--- src/inc/csig_pkg.sv ---
package csig_pkg;

    // ***********************************************
    // Geometry
    // ***********************************************
    localparam int NUM_SOCK = 2;
    localparam int ADDR_W = 16;
    localparam int IDX_W = 14;
    localparam int SEL_W = 4;
    localparam int IRQ_W = 16;
    localparam int SYNC_W = 8;

    // ***********************************************
    // Register indices (byte address = 4 * index)
    // ***********************************************
    localparam logic [IDX_W-1:0] CTRL_IDX = 14'h0803;
    localparam logic [IDX_W-1:0] SOCK_SPAN_IDX = 14'h1000;
    localparam logic [IDX_W-1:0] LEGACY_A_IDX = 14'h0003;
    localparam logic [IDX_W-1:0] LEGACY_B_IDX = 14'h0043;
    localparam logic [IDX_W-1:0] DIAG_IDX = 14'h00F0;
    localparam logic [IDX_W-1:0] CSC_CFG_IDX = 14'h00F1;
    localparam logic [IDX_W-1:0] STAT_IDX = 14'h00F8;

    // ***********************************************
    // Fields and reset values
    // ***********************************************
    localparam int RING_BIT = 7;
    localparam int RUN_BIT = 6;
    localparam int KIND_BIT = 5;
    localparam int CSC_HOST_BIT = 4;
    localparam int SEL_LSB = 0;
    localparam int DIAG_ROUTE_BIT = 5;
    localparam int PME_EN_BIT = 0;
    localparam int CSC_SEL_LSB = 4;
    localparam logic [7:0] CTRL_RST = 8'h00;
    localparam logic [7:0] DIAG_RST = 8'h20;
    localparam logic [7:0] CSC_CFG_RST = 8'h00;

    // ***********************************************
    // Interrupt select codes
    // ***********************************************
    localparam logic [SEL_W-1:0] SEL_NONE = 4'h0;
    localparam logic [SEL_W-1:0] SEL_IRQ1 = 4'h1;
    localparam logic [SEL_W-1:0] SEL_SMI = 4'h2;
    localparam logic [SEL_W-1:0] SEL_IRQ4 = 4'h4;
    localparam logic [SEL_W-1:0] SEL_IRQ6 = 4'h6;
    localparam logic [SEL_W-1:0] SEL_IRQ8 = 4'h8;
    localparam logic [SEL_W-1:0] SEL_IRQ9 = 4'h9;

    // ***********************************************
    // Bus answers
    // ***********************************************
    localparam logic [1:0] RESP_OKAY = 2'h0;
    localparam logic [1:0] RESP_DECERR = 2'h3;

    typedef enum logic {RD_IDLE, RD_RESP} csig_rd_e;

    typedef struct packed {
        logic ring_indicate_enable;
        logic cardRun;
        logic cardIo;
        logic cscHost;
        logic [SEL_W-1:0] irqSel;
    } csig_ctrl_s;

    typedef struct packed {
        logic pci;
        logic system_mgmt_interrupt;
        logic [IRQ_W-1:0] irq;
    } csig_route_s;

endpackage : csig_pkg

--- src/design/csig_sock_reg.sv ---
`timescale 1ns/1ps

module csig_sock_reg
    import csig_pkg::*;
(
    input wire logic clk,
    input wire logic rst_n,
    input wire logic wrEn,
    input wire logic [7:0] wrData,
    input wire logic globalClear,
    input wire logic busClear,
    input wire logic pmeEnable,
    input wire logic diagRoute,
    input wire logic [SEL_W-1:0] cscSel,
    input wire logic cscEvent,
    input wire logic funcIrq,
    output csig_ctrl_s ctrl,
    output csig_route_s route
);

    // ***********************************************
    // Destination decode
    // ***********************************************
    function automatic csig_route_s destOf(input logic [SEL_W-1:0] sel);
        csig_route_s d;
        d = '0;
        case (sel)
            SEL_IRQ1: d.irq[1] = 1'b1;
            SEL_SMI: d.system_mgmt_interrupt = 1'b1;
            SEL_IRQ4: d.irq[4] = 1'b1;
            SEL_IRQ6: d.irq[6] = 1'b1;
            SEL_IRQ8: d.irq[8] = 1'b1;
            SEL_IRQ9: d.irq[9] = 1'b1;
            default: d = '0;
        endcase
        return d;
    endfunction : destOf

    // ***********************************************
    // Control register
    // ***********************************************
    csig_ctrl_s ctrl_reg;
    csig_ctrl_s busCleared;

    // Card run and card kind survive a bus reset while wake events are on
    always_comb begin
        busCleared = CTRL_RST;
        if (pmeEnable) begin
            busCleared.cardRun = ctrl_reg.cardRun;
            busCleared.cardIo = ctrl_reg.cardIo;
        end
    end

    always_ff @(posedge clk) begin
        if (!rst_n || globalClear) begin
            ctrl_reg <= CTRL_RST;
        end else if (busClear) begin
            ctrl_reg <= busCleared;
        end else if (wrEn) begin
            ctrl_reg <= wrData;
        end
    end

    assign ctrl = ctrl_reg;

    // ***********************************************
    // Interrupt routing
    // ***********************************************
    wire logic selNone = (ctrl_reg.irqSel == SEL_NONE);
    wire logic cscToHost = (!diagRoute && ctrl_reg.cscHost) || selNone;
    wire logic funcActive = ctrl_reg.cardIo && funcIrq;
    wire csig_route_s cscDest = destOf(cscSel);
    wire csig_route_s funcDest = destOf(ctrl_reg.irqSel);

    always_comb begin
        route = '0;
        if (cscEvent) begin
            if (cscToHost) begin
                route.pci = 1'b1;
            end else begin
                route = cscDest;
            end
        end
        if (funcActive) begin
            route.system_mgmt_interrupt = route.system_mgmt_interrupt | funcDest.system_mgmt_interrupt;
            route.irq = route.irq | funcDest.irq;
        end
    end

endmodule : csig_sock_reg

--- src/design/csig_sock_ctrl.sv ---
`timescale 1ns/1ps

module csig_sock_ctrl
    import csig_pkg::*;
(
    input wire logic clk,
    input wire logic rst_n,
    input wire logic [ADDR_W-1:0] awaddr,
    input wire logic [2:0] awprot,
    input wire logic awvalid,
    output logic awready,
    input wire logic [31:0] wdata,
    input wire logic [3:0] wstrb,
    input wire logic wvalid,
    output logic wready,
    output logic [1:0] bresp,
    output logic bvalid,
    input wire logic bready,
    input wire logic [ADDR_W-1:0] araddr,
    input wire logic [2:0] arprot,
    input wire logic arvalid,
    output logic arready,
    output logic [31:0] rdata,
    output logic [1:0] rresp,
    output logic rvalid,
    input wire logic rready,
    input wire logic globalResetPin_n,
    input wire logic busResetPin_n,
    input wire logic [NUM_SOCK-1:0] batteryRingPin,
    input wire logic [NUM_SOCK-1:0] cardIrqPin_n,
    input wire logic [NUM_SOCK-1:0] card32Bit,
    input wire logic [NUM_SOCK-1:0] cscEvent,
    output logic [NUM_SOCK-1:0] cardReset,
    output logic [NUM_SOCK-1:0] ringIndicate,
    output logic [NUM_SOCK-1:0] batteryDetect,
    output logic [NUM_SOCK-1:0] cardIsIo,
    output logic [NUM_SOCK-1:0] pciIntr,
    output logic [IRQ_W-1:0] legacyIrq,
    output logic sysMgmtIrq
);

    // ***********************************************
    // Pin synchronisers
    // ***********************************************
    logic [SYNC_W-1:0] sync1_reg;
    logic [SYNC_W-1:0] sync2_reg;

    wire logic [SYNC_W-1:0] pinsRaw = {
        globalResetPin_n, busResetPin_n, batteryRingPin, cardIrqPin_n, card32Bit
    };

    always_ff @(posedge clk) begin
        if (!rst_n) begin
            sync1_reg <= '1;
            sync2_reg <= '1;
        end else begin
            sync1_reg <= pinsRaw;
            sync2_reg <= sync1_reg;
        end
    end

    wire logic globalClear = !sync2_reg[7];
    wire logic busClear = !sync2_reg[6];
    wire logic [NUM_SOCK-1:0] ringPinSync = sync2_reg[5:4];
    wire logic [NUM_SOCK-1:0] funcIrqSync = ~sync2_reg[3:2];
    wire logic [NUM_SOCK-1:0] card32Sync = sync2_reg[1:0];

    // ***********************************************
    // Write channel
    // ***********************************************
    logic awHeld_reg;
    logic wHeld_reg;
    logic [IDX_W-1:0] awIdx_reg;
    logic [7:0] wByte_reg;
    logic wLane_reg;
    logic awready_reg;
    logic wready_reg;
    logic bvalid_reg;
    logic [1:0] bresp_reg;

    wire logic awFire = awvalid && awready_reg;
    wire logic wFire = wvalid && wready_reg;
    wire logic doWrite = awHeld_reg && wHeld_reg && !bvalid_reg;
    wire logic bDone = bvalid_reg && bready;
    wire logic awHeld_next = (awHeld_reg || awFire) && !doWrite;
    wire logic wHeld_next = (wHeld_reg || wFire) && !doWrite;
    wire logic bvalid_next = doWrite || (bvalid_reg && !bready);

    always_ff @(posedge clk) begin
        if (!rst_n) begin
            awHeld_reg <= 1'b0;
            wHeld_reg <= 1'b0;
            awready_reg <= 1'b0;
            wready_reg <= 1'b0;
            bvalid_reg <= 1'b0;
        end else begin
            awHeld_reg <= awHeld_next;
            wHeld_reg <= wHeld_next;
            awready_reg <= !awHeld_next && !bvalid_next && !doWrite;
            wready_reg <= !wHeld_next && !bvalid_next && !doWrite;
            bvalid_reg <= bvalid_next;
        end
    end

    // ***********************************************
    // Write decode
    // ***********************************************
    logic [NUM_SOCK-1:0] wrCtrlHit;
    logic [NUM_SOCK-1:0] wrCfgHit;

    wire logic wrDiagHit = (awIdx_reg == DIAG_IDX);
    wire logic wrStatHit = (awIdx_reg == STAT_IDX);
    wire logic wrMapped = (|wrCtrlHit) || (|wrCfgHit) || wrDiagHit || wrStatHit;
    wire logic wrCommit = doWrite && wLane_reg;

    always_ff @(posedge clk) begin
        if (!rst_n) begin
            awIdx_reg <= '0;
            wByte_reg <= '0;
            wLane_reg <= 1'b0;
            bresp_reg <= RESP_OKAY;
        end else begin
            if (awFire) begin
                awIdx_reg <= awaddr[ADDR_W-1:2];
            end
            if (wFire) begin
                wByte_reg <= wdata[7:0];
                wLane_reg <= wstrb[0];
            end
            if (doWrite) begin
                bresp_reg <= wrMapped ? RESP_OKAY : RESP_DECERR;
            end
        end
    end

    // ***********************************************
    // Global configuration registers
    // ***********************************************
    logic [7:0] diag_reg;
    logic [7:0] cscCfg_reg [NUM_SOCK];

    always_ff @(posedge clk) begin
        if (!rst_n || globalClear) begin
            diag_reg <= DIAG_RST;
        end else if (wrCommit && wrDiagHit) begin
            diag_reg <= wByte_reg;
        end
    end

    wire logic diagRoute = diag_reg[DIAG_ROUTE_BIT];
    wire logic pmeEnable = diag_reg[PME_EN_BIT];

    // ***********************************************
    // Per-socket control
    // ***********************************************
    csig_ctrl_s ctrlVal [NUM_SOCK];
    csig_route_s routeVal [NUM_SOCK];
    logic [7:0] rdSock [NUM_SOCK];
    logic [7:0] rdCfg [NUM_SOCK];
    logic [NUM_SOCK-1:0] rdCtrlHit;
    logic [NUM_SOCK-1:0] rdCfgHit;

    wire logic [IDX_W-1:0] arIdx = araddr[ADDR_W-1:2];

    genvar s;
    generate
        for (s = 0; s < NUM_SOCK; s++) begin : g_sock
            localparam logic [IDX_W-1:0] SOCK_IDX = IDX_W'(CTRL_IDX + s * SOCK_SPAN_IDX);
            localparam logic [IDX_W-1:0] CFG_IDX = IDX_W'(CSC_CFG_IDX + s);
            localparam logic [IDX_W-1:0] ALIAS_IDX = (s == 0) ? LEGACY_A_IDX : LEGACY_B_IDX;

            assign wrCtrlHit[s] = (awIdx_reg == SOCK_IDX) || (awIdx_reg == ALIAS_IDX);
            assign wrCfgHit[s] = (awIdx_reg == CFG_IDX);
            assign rdCtrlHit[s] = (arIdx == SOCK_IDX) || (arIdx == ALIAS_IDX);
            assign rdCfgHit[s] = (arIdx == CFG_IDX);
            assign rdSock[s] = ctrlVal[s];
            assign rdCfg[s] = cscCfg_reg[s];

            always_ff @(posedge clk) begin
                if (!rst_n || globalClear) begin
                    cscCfg_reg[s] <= CSC_CFG_RST;
                end else if (wrCommit && wrCfgHit[s]) begin
                    cscCfg_reg[s] <= wByte_reg;
                end
            end

            csig_sock_reg u_sock (
                .clk(clk),
                .rst_n(rst_n),
                .wrEn(wrCommit && wrCtrlHit[s]),
                .wrData(wByte_reg),
                .globalClear(globalClear),
                .busClear(busClear),
                .pmeEnable(pmeEnable),
                .diagRoute(diagRoute),
                .cscSel(cscCfg_reg[s][CSC_SEL_LSB +: SEL_W]),
                .cscEvent(cscEvent[s]),
                .funcIrq(funcIrqSync[s]),
                .ctrl(ctrlVal[s]),
                .route(routeVal[s])
            );

            // Card-side pins
            always_ff @(posedge clk) begin
                if (!rst_n) begin
                    cardReset[s] <= 1'b0;
                    ringIndicate[s] <= 1'b0;
                    batteryDetect[s] <= 1'b0;
                    cardIsIo[s] <= 1'b0;
                    pciIntr[s] <= 1'b0;
                end else begin
                    cardReset[s] <= !ctrlVal[s].cardRun && !card32Sync[s];
                    ringIndicate[s] <= ctrlVal[s].ring_indicate_enable && !ringPinSync[s];
                    batteryDetect[s] <= !ctrlVal[s].ring_indicate_enable && ringPinSync[s];
                    cardIsIo[s] <= ctrlVal[s].cardIo;
                    pciIntr[s] <= routeVal[s].pci;
                end
            end
        end
    endgenerate

    // ***********************************************
    // Shared interrupt lines
    // ***********************************************
    logic [IRQ_W-1:0] irqAny;
    logic smiAny;

    always_comb begin
        irqAny = '0;
        smiAny = 1'b0;
        for (int i = 0; i < NUM_SOCK; i++) begin
            irqAny = irqAny | routeVal[i].irq;
            smiAny = smiAny | routeVal[i].system_mgmt_interrupt;
        end
    end

    always_ff @(posedge clk) begin
        if (!rst_n) begin
            legacyIrq <= '0;
            sysMgmtIrq <= 1'b0;
        end else begin
            legacyIrq <= irqAny;
            sysMgmtIrq <= smiAny;
        end
    end

    // ***********************************************
    // Read channel
    // ***********************************************
    csig_rd_e rdState_reg;
    logic arready_reg;
    logic [7:0] rByte_reg;
    logic [1:0] rresp_reg;
    logic [7:0] rdMux;
    logic rdMapped;

    wire logic arFire = arvalid && arready_reg;
    wire logic [7:0] statByte = {2'b00, card32Sync, ringPinSync, funcIrqSync};

    always_comb begin
        rdMux = '0;
        rdMapped = 1'b0;
        if (arIdx == DIAG_IDX) begin
            rdMux = diag_reg;
            rdMapped = 1'b1;
        end
        if (arIdx == STAT_IDX) begin
            rdMux = statByte;
            rdMapped = 1'b1;
        end
        for (int i = 0; i < NUM_SOCK; i++) begin
            if (rdCtrlHit[i]) begin
                rdMux = rdSock[i];
                rdMapped = 1'b1;
            end
            if (rdCfgHit[i]) begin
                rdMux = rdCfg[i];
                rdMapped = 1'b1;
            end
        end
    end

    always_ff @(posedge clk) begin
        if (!rst_n) begin
            rdState_reg <= RD_IDLE;
            arready_reg <= 1'b0;
            rByte_reg <= '0;
            rresp_reg <= RESP_OKAY;
        end else begin
            case (rdState_reg)
                RD_IDLE: begin
                    arready_reg <= !arFire;
                    if (arFire) begin
                        rdState_reg <= RD_RESP;
                        rByte_reg <= rdMux;
                        rresp_reg <= rdMapped ? RESP_OKAY : RESP_DECERR;
                    end
                end
                RD_RESP: begin
                    if (rready) begin
                        rdState_reg <= RD_IDLE;
                        arready_reg <= 1'b1;
                    end
                end
                default: begin
                    rdState_reg <= RD_IDLE;
                    arready_reg <= 1'b0;
                end
            endcase
        end
    end

    // ***********************************************
    // Bus outputs
    // ***********************************************
    assign awready = awready_reg;
    assign wready = wready_reg;
    assign bvalid = bvalid_reg;
    assign bresp = bresp_reg;
    assign arready = arready_reg;
    assign rvalid = (rdState_reg == RD_RESP);
    assign rdata = {24'h000000, rByte_reg};
    assign rresp = rresp_reg;

endmodule : csig_sock_ctrl

--- config.mk ---
export PLATFORM = sky130hd
export DESIGN_NAME = csig_sock_ctrl
export DESIGN_NICKNAME = d
export VERILOG_FILES = /design/src/inc/csig_pkg.sv /design/src/design/csig_sock_reg.sv /design/src/design/csig_sock_ctrl.sv
export SDC_FILE = /design/constraint.sdc
export NUM_CORES = 1
export LEC_CHECK = 0
export BUFFER_PORTS_ARGS = -buffer_cell sky130_fd_sc_hd__buf_2
export CORE_AREA = 4 4 101 127
export DETAILED_ROUTE_END_ITERATION = 10
export DIE_AREA = 0 0 105 131
export GPL_ROUTABILITY_DRIVEN = 0
export PLACE_DENSITY = 0.7
export SLEW_MARGIN = 15
export SYNTH_ARGS = -nofsm -noshare
export SYNTH_HDL_FRONTEND = slang
export SYNTH_SLANG_ARGS = --single-unit
--- constraint.sdc ---
create_clock -name clk -period 2.8 [get_ports clk]
set_input_delay 0.56 -clock clk [delete_from_list [all_inputs] [get_ports clk]]
set_output_delay 0.56 -clock clk [all_outputs]
set_load 0.05 [all_outputs]
## Yosys cells after proc, flatten, opt, wreduce, memory -nomap -nowiden

Memories as Yosys holds them, arrays and structs flattened.
Cells that the tools add are included.

- Equal/unequal tests: 44
- Bitwise logic cells: 11
- Mux-type cells: 66
- Reductions and logical operators: 69

Operators with widths:

| kind | number |
|---|---|
| $eq 14x8->1 const B | 8 |
| $mux 17 | 6 |
| $mux 8 | 8 |
| $mux 1 | 43 |
| $eq 4x3->1 const B | 8 |
| $eq 4x4->1 const B | 8 |
| $or 16x10->16 | 2 |
| $eq 14x12->1 const B | 2 |
| $eq 14x13->1 const B | 2 |
| $eq 14x2->1 const B | 2 |
| $eq 14x7->1 const B | 2 |
| $logic_and 1x1->1 | 28 |
| $mux 7 | 4 |
| $logic_not 1->1 | 18 |
| $eq 4x1->1 const B | 4 |
| $eq 4x2->1 const B | 4 |
| $or 16x16->16 | 1 |
| $logic_or 1x1->1 | 13 |
| $reduce_and 2->1 | 5 |
| $logic_not 4->1 | 2 |
| $mux 2 | 3 |
| $reduce_or 2->1 | 3 |
| $or 1x1->1 | 5 |
| $ne 2x1->1 const B | 2 |
| 4 further kinds | 7 |

- Word-level logic and storage cells: 229
- Bits in writable memories: 16
- Memories kept: 1
- Register bits: 109

Memory list:

| name | words | width | read ports | clocked after Yosys merged registers in | wr ports | line | RTL |
|---|---|---|---|---|---|---|---|
| cscCfg_reg | 2 | 8 | 2 | 0 | 2 | csig_sock_ctrl.sv:140 | `logic [7:0] cscCfg_reg [NUM_SOCK];` |

## Depth between registers and ports, before layout

- Depth after elaboration: 8
- Gate-level depth with buffers: 7

## Hierarchy

A second synthesis with hierarchy kept.

- Cell total of the unflattened synthesis: 594
- Area total of the unflattened synthesis: 5635.4 µm²

By module, submodules not included:

| module | area each (µm²) | times used | cells each | seq. area each (µm²) |
|---|---|---|---|---|
| csig_sock_ctrl | 4504.3 | 1 | 452 | 2302.2 |
| csig_sock_reg | 565.5 | 2 | 71 | 160.2 |

## Worst setup path after synthesis

Ideal clock, no wire load.

- Kind: in2reg
- From: input port araddr[2]
- To: register rByte_reg[0]
- Stages: 7
- Data required time: 2.678 ns
- Path slack: 0.601 ns
- Setup time: 0.122 ns
- Path buffers: 2
- Arrival: 2.077 ns
- Cell sequence: buf_6 > or4b_1 > buf_2 > or4_4 > nor4b_4 > a22oi_1 > o21ai_1

- Word-level cells in the longest chain between the ends: 7
- Elaborated cells on any way between the ends: 16
- Classes of those cells: eq/ne (8); mux (6); reduce/logical (2)

RTL lines:

| element | line | RTL |
|---|---|---|
| start, declared | csig_sock_ctrl.sv:19 | `input wire logic [ADDR_W-1:0] araddr,` |
| $eq 14x8->1 | csig_sock_ctrl.sv:263 | `if (arIdx == DIAG_IDX) begin` |
| $mux 8 | csig_sock_ctrl.sv:263 |  |
| $mux 8 | csig_sock_ctrl.sv:267 | `if (arIdx == STAT_IDX) begin` |
| $mux 8 | csig_sock_ctrl.sv:272 | `if (rdCtrlHit[i]) begin` |
| $mux 8 | csig_sock_ctrl.sv:276 | `if (rdCfgHit[i]) begin` |
| $mux 8 | csig_sock_ctrl.sv:272 |  |
| $mux 8 (*) | csig_sock_ctrl.sv:276 |  |
| end signal, assigned | csig_sock_ctrl.sv:295 | `rByte_reg <= rdMux;` |
| end, declared | csig_sock_ctrl.sv:252 | `logic [7:0] rByte_reg;` |

Mark *: on every way between the ends. The rest lies on a longest branch, timed or not.
A chain may end at the register's enable or synchronous reset.

## Final worst setup path

- From: input port araddr[5]
- To: register rByte_reg[0]

The elaborated chain is that of the path after synthesis.

==> impl_summary.txt <==
----------------------------------------------------
[Outcome]
  Result of the run ... finished, final reports clean

[STA]
  Final worst slack ... 669 ps
  Fin Setup TNS ... 0 ps
  Worst relative slew slack ... 62.4%
  Period utilisation layout ... 76.1%
  Setup repair after global routing missed its margin ... false
  Number of slew-limit violations in the final report ... 0
  Least-Margin Pin Slew ... 561 ps
  Number of failing hold endpoints at the final stage ... 0
  Time the worst path needs with I/O delays and setup ... 2130 ps
  Max Fclk ... 469 MHz
  Skew final ... 9.31 ps
  Setup Viol. Count Final ... 0

[Worst setup path]
  Crit start category ... primary input
  Critical-path maximum fanout ... 12
  Worst setup path class ... in -> reg
  Slowest cell on the critical path ... sky130_fd_sc_hd__or4b_1
  Max incr delay on CP ... 680 ps
  Crit path DAT ... 2360 ps
  WP data required ... 3030 ps
  Register-to-register path setup slack ... 680 ps
  Critical path capture point type ... flip-flop
  Ordered cell list for the critical path ... buf_2 > or4b_1 > or4_4 > nor4b_4 > a22oi_1 > o21ai_1

[Clock tree]
  Post-CTS setup repair buffer count ... 0
  Deepest clock path buffer count ... 2
  CTS-repair resized insts ... 0
  Clk Tree Root Cell ... sky130_fd_sc_hd__clkbuf_16
  H-Tree Level Count ... 3
  Post-CTS clock slew at the launch and capture registers of the worst setup and hold paths ... 80 ps
  Clock tree from TritonCTS ... done
  Sink Count ... 112
  Total clock buffers created by CTS ... 9
  Later-pin clock latency in the skew report ... 350 ps
  Hold buffers post-CTS ... 0

[Yosys]
  Yosys top cell by area ... sky130_fd_sc_hd__dfxtp_1
  Post-synth ARST share ... 0%
  Area contributors post-synth ... sky130_fd_sc_hd__dfxtp_1 (38%), sky130_fd_sc_hd__edfxtp_1 (9.4%), sky130_fd_sc_hd__buf_4 (5.6%)
  Commonest register cell after synthesis ... sky130_fd_sc_hd__dfxtp_1
  Post-synthesis cell count ... 555
  Number of synthesized flops with an enable pin ... 16
  Cell variety after synth ... 66
  Netlist Area Pre-Place ... 0.00510 mm^2
  Sequential element share of the synthesized area ... 47.1%
  Synth Register Bits ... 112
  Most instantiated cells after synthesis ... sky130_fd_sc_hd__dfxtp_1 (96), sky130_fd_sc_hd__nand2_1 (74), sky130_fd_sc_hd__buf_4 (38)
  Yosys synthesis warning count ... 0
  Avg Inst Size Synth ... 9.19 um^2
  Most frequently used cell type in the post-synthesis netlist ... sky130_fd_sc_hd__dfxtp_1
  Area fraction of the dominant cell type after synthesis ... 37.7%

[Pwr]
  Leak Pwr ... 2.40 nW
  Worst IR drop on VDD ... 0.266 mV
  Overall Power ... 0.00349 W
  Power density relative to cell area ... 595 mW/mm^2

[Floorplan]
  Core ar. ... 0.0116 mm^2
  Die height ... 131 um
  Die Area ... 0.0138 mm^2
  I/O pin count ... 159
  X dimension of the die ... 105 um
  Cell row count ... 44
  Initial standard-cell utilization of the core ... 44.1%

[Cells and area]
  Post-layout util ... 50.7%
  Final net count ... 727
  Fraction of final layout cells with drive strength greater than 1 ... 19.7%
  Final standard cell count with taps included and fillers excluded ... 779
  Synthesis-to-layout area growth ... 14.9%
  ANT cells ... 0

[Routing]
  # DRC ... 0
  DR vias ... 4,206
  Violation count after the first detailed-route iteration ... 224
  Routed length per instance ... 15.6 um
  Final routed wirelength across all metal layers ... 12.1 mm
  Avg Vias per Cell ... 5.40
  First-pass detailed-route iteration total ... 4
  Remaining antenna violation count ... 0

[GRT]
  Grt total ovfl ... 0
  Largest net degree at the start of global routing ... 37
  Global-route wire length before repair ... 19.5 mm
  Antenna violations before repair ... 0
  Tot GR Track Use ... 17.8%
  Via count of the first global-routing pass ... 4,080

[Placement]
  Pre-CTS setup slack ... 340 ps
  Total half-perimeter wirelength after legalization and detailed placement ... 9.43 mm
  # port buffers ... 86
  Cells after DPL ... 763

[Min path]
  Min-Delay Path Class ... in -> reg

[Job]
  Max-cap violations ... 0

----------------------------------------------------
## critical path, delay by kind of cell
family	cells	cell delay, ps
compound gates	2	290
buf+inv	1	180
simple gates	3	1320
## metrics by stage
stage / hold slack [ps] / area [um^2]
6_report: 395 / 5860
3_3_place_gp: 395 / 5530
3_5_place_dp: 399 / 5530
5_1_grt: 377 / 5860
2_1_floorplan: 386 / 5230
4_1_cts: 385 / 5860
## cells by family (layout without fill, tap and decap cells)
logic type | Yosys count | count (layout) | synth area share (%)
mux | 25 | 25 | 4.91
compound gates | 102 | 102 | 12.9
fa+ha+maj | 2 | 2 | 0.393
other cells | 1 | 35 | 0.0735
buf+inv | 66 | 118 | 7.85
flops | 112 | 112 | 47.1
simple gates | 247 | 247 | 26.8
## worst paths after layout
| check | startpoint | end | cells past startpoint |
|---|---|---|---|
| hold reg to reg | sync1_reg[6] | sync2_reg[6] | 1 |
| hold / removal | batteryRingPin[0] | sync1_reg[4] | 2 |
| setup / recovery | araddr[5] | rByte_reg[0] | 6 |
| setup reg to reg | awIdx_reg[11] | cscCfg_reg[1][6] | 5 |
## report_power, final
part	switching [W]	total (W)	internal, W
logic	0.000277	0.000372	0.0000947
clock network	0.000581	0.00139	0.000806
registers	0.0000469	0.00173	0.00168
total	0.000905	0.00349	0.00258
## cell usage in the layout, fill, tap and decap left out, drive strengths merged, types with 5 or more instances in the layout
cell	instances
a211o	5
a21oi	37
a31oi	8
a32o	5
and2	21
buf	94
clkbuf	12
conb	35
dfxtp	96
edfxtp	16
inv	9
mux2i	25
nand2	76
nand2b	22
nand3	14
nand3b	6
nand4	11
nor2	37
nor3	16
nor3b	5
nor4	8
o21ai	17
o22ai	5
## layout make-up
cell class | instances | area, um^2
Multi-Input combinational cell | 411 | 2430
Clock inverter | 4 | 56.3
Tap cell | 138 | 173
Inverter | 8 | 30.0
Clock buffer | 12 | 278
Timing Repair Buffer | 94 | 490
Fill cell | 1105 | 5700
Sequential cell | 112 | 2400
## routing by layer
layer  GRT usage [%]  wire [um]  part of all wire (%)  up-vias
met5               0          0                     0        -
met4            10.9        477                   3.9        0
met3            3.83        726                   6.0       33
met2            30.6       5990                    49      148
met1            20.5       4950                    41     1955
li1                -          -                     -     2070
(Power assumes the default switching activity.)
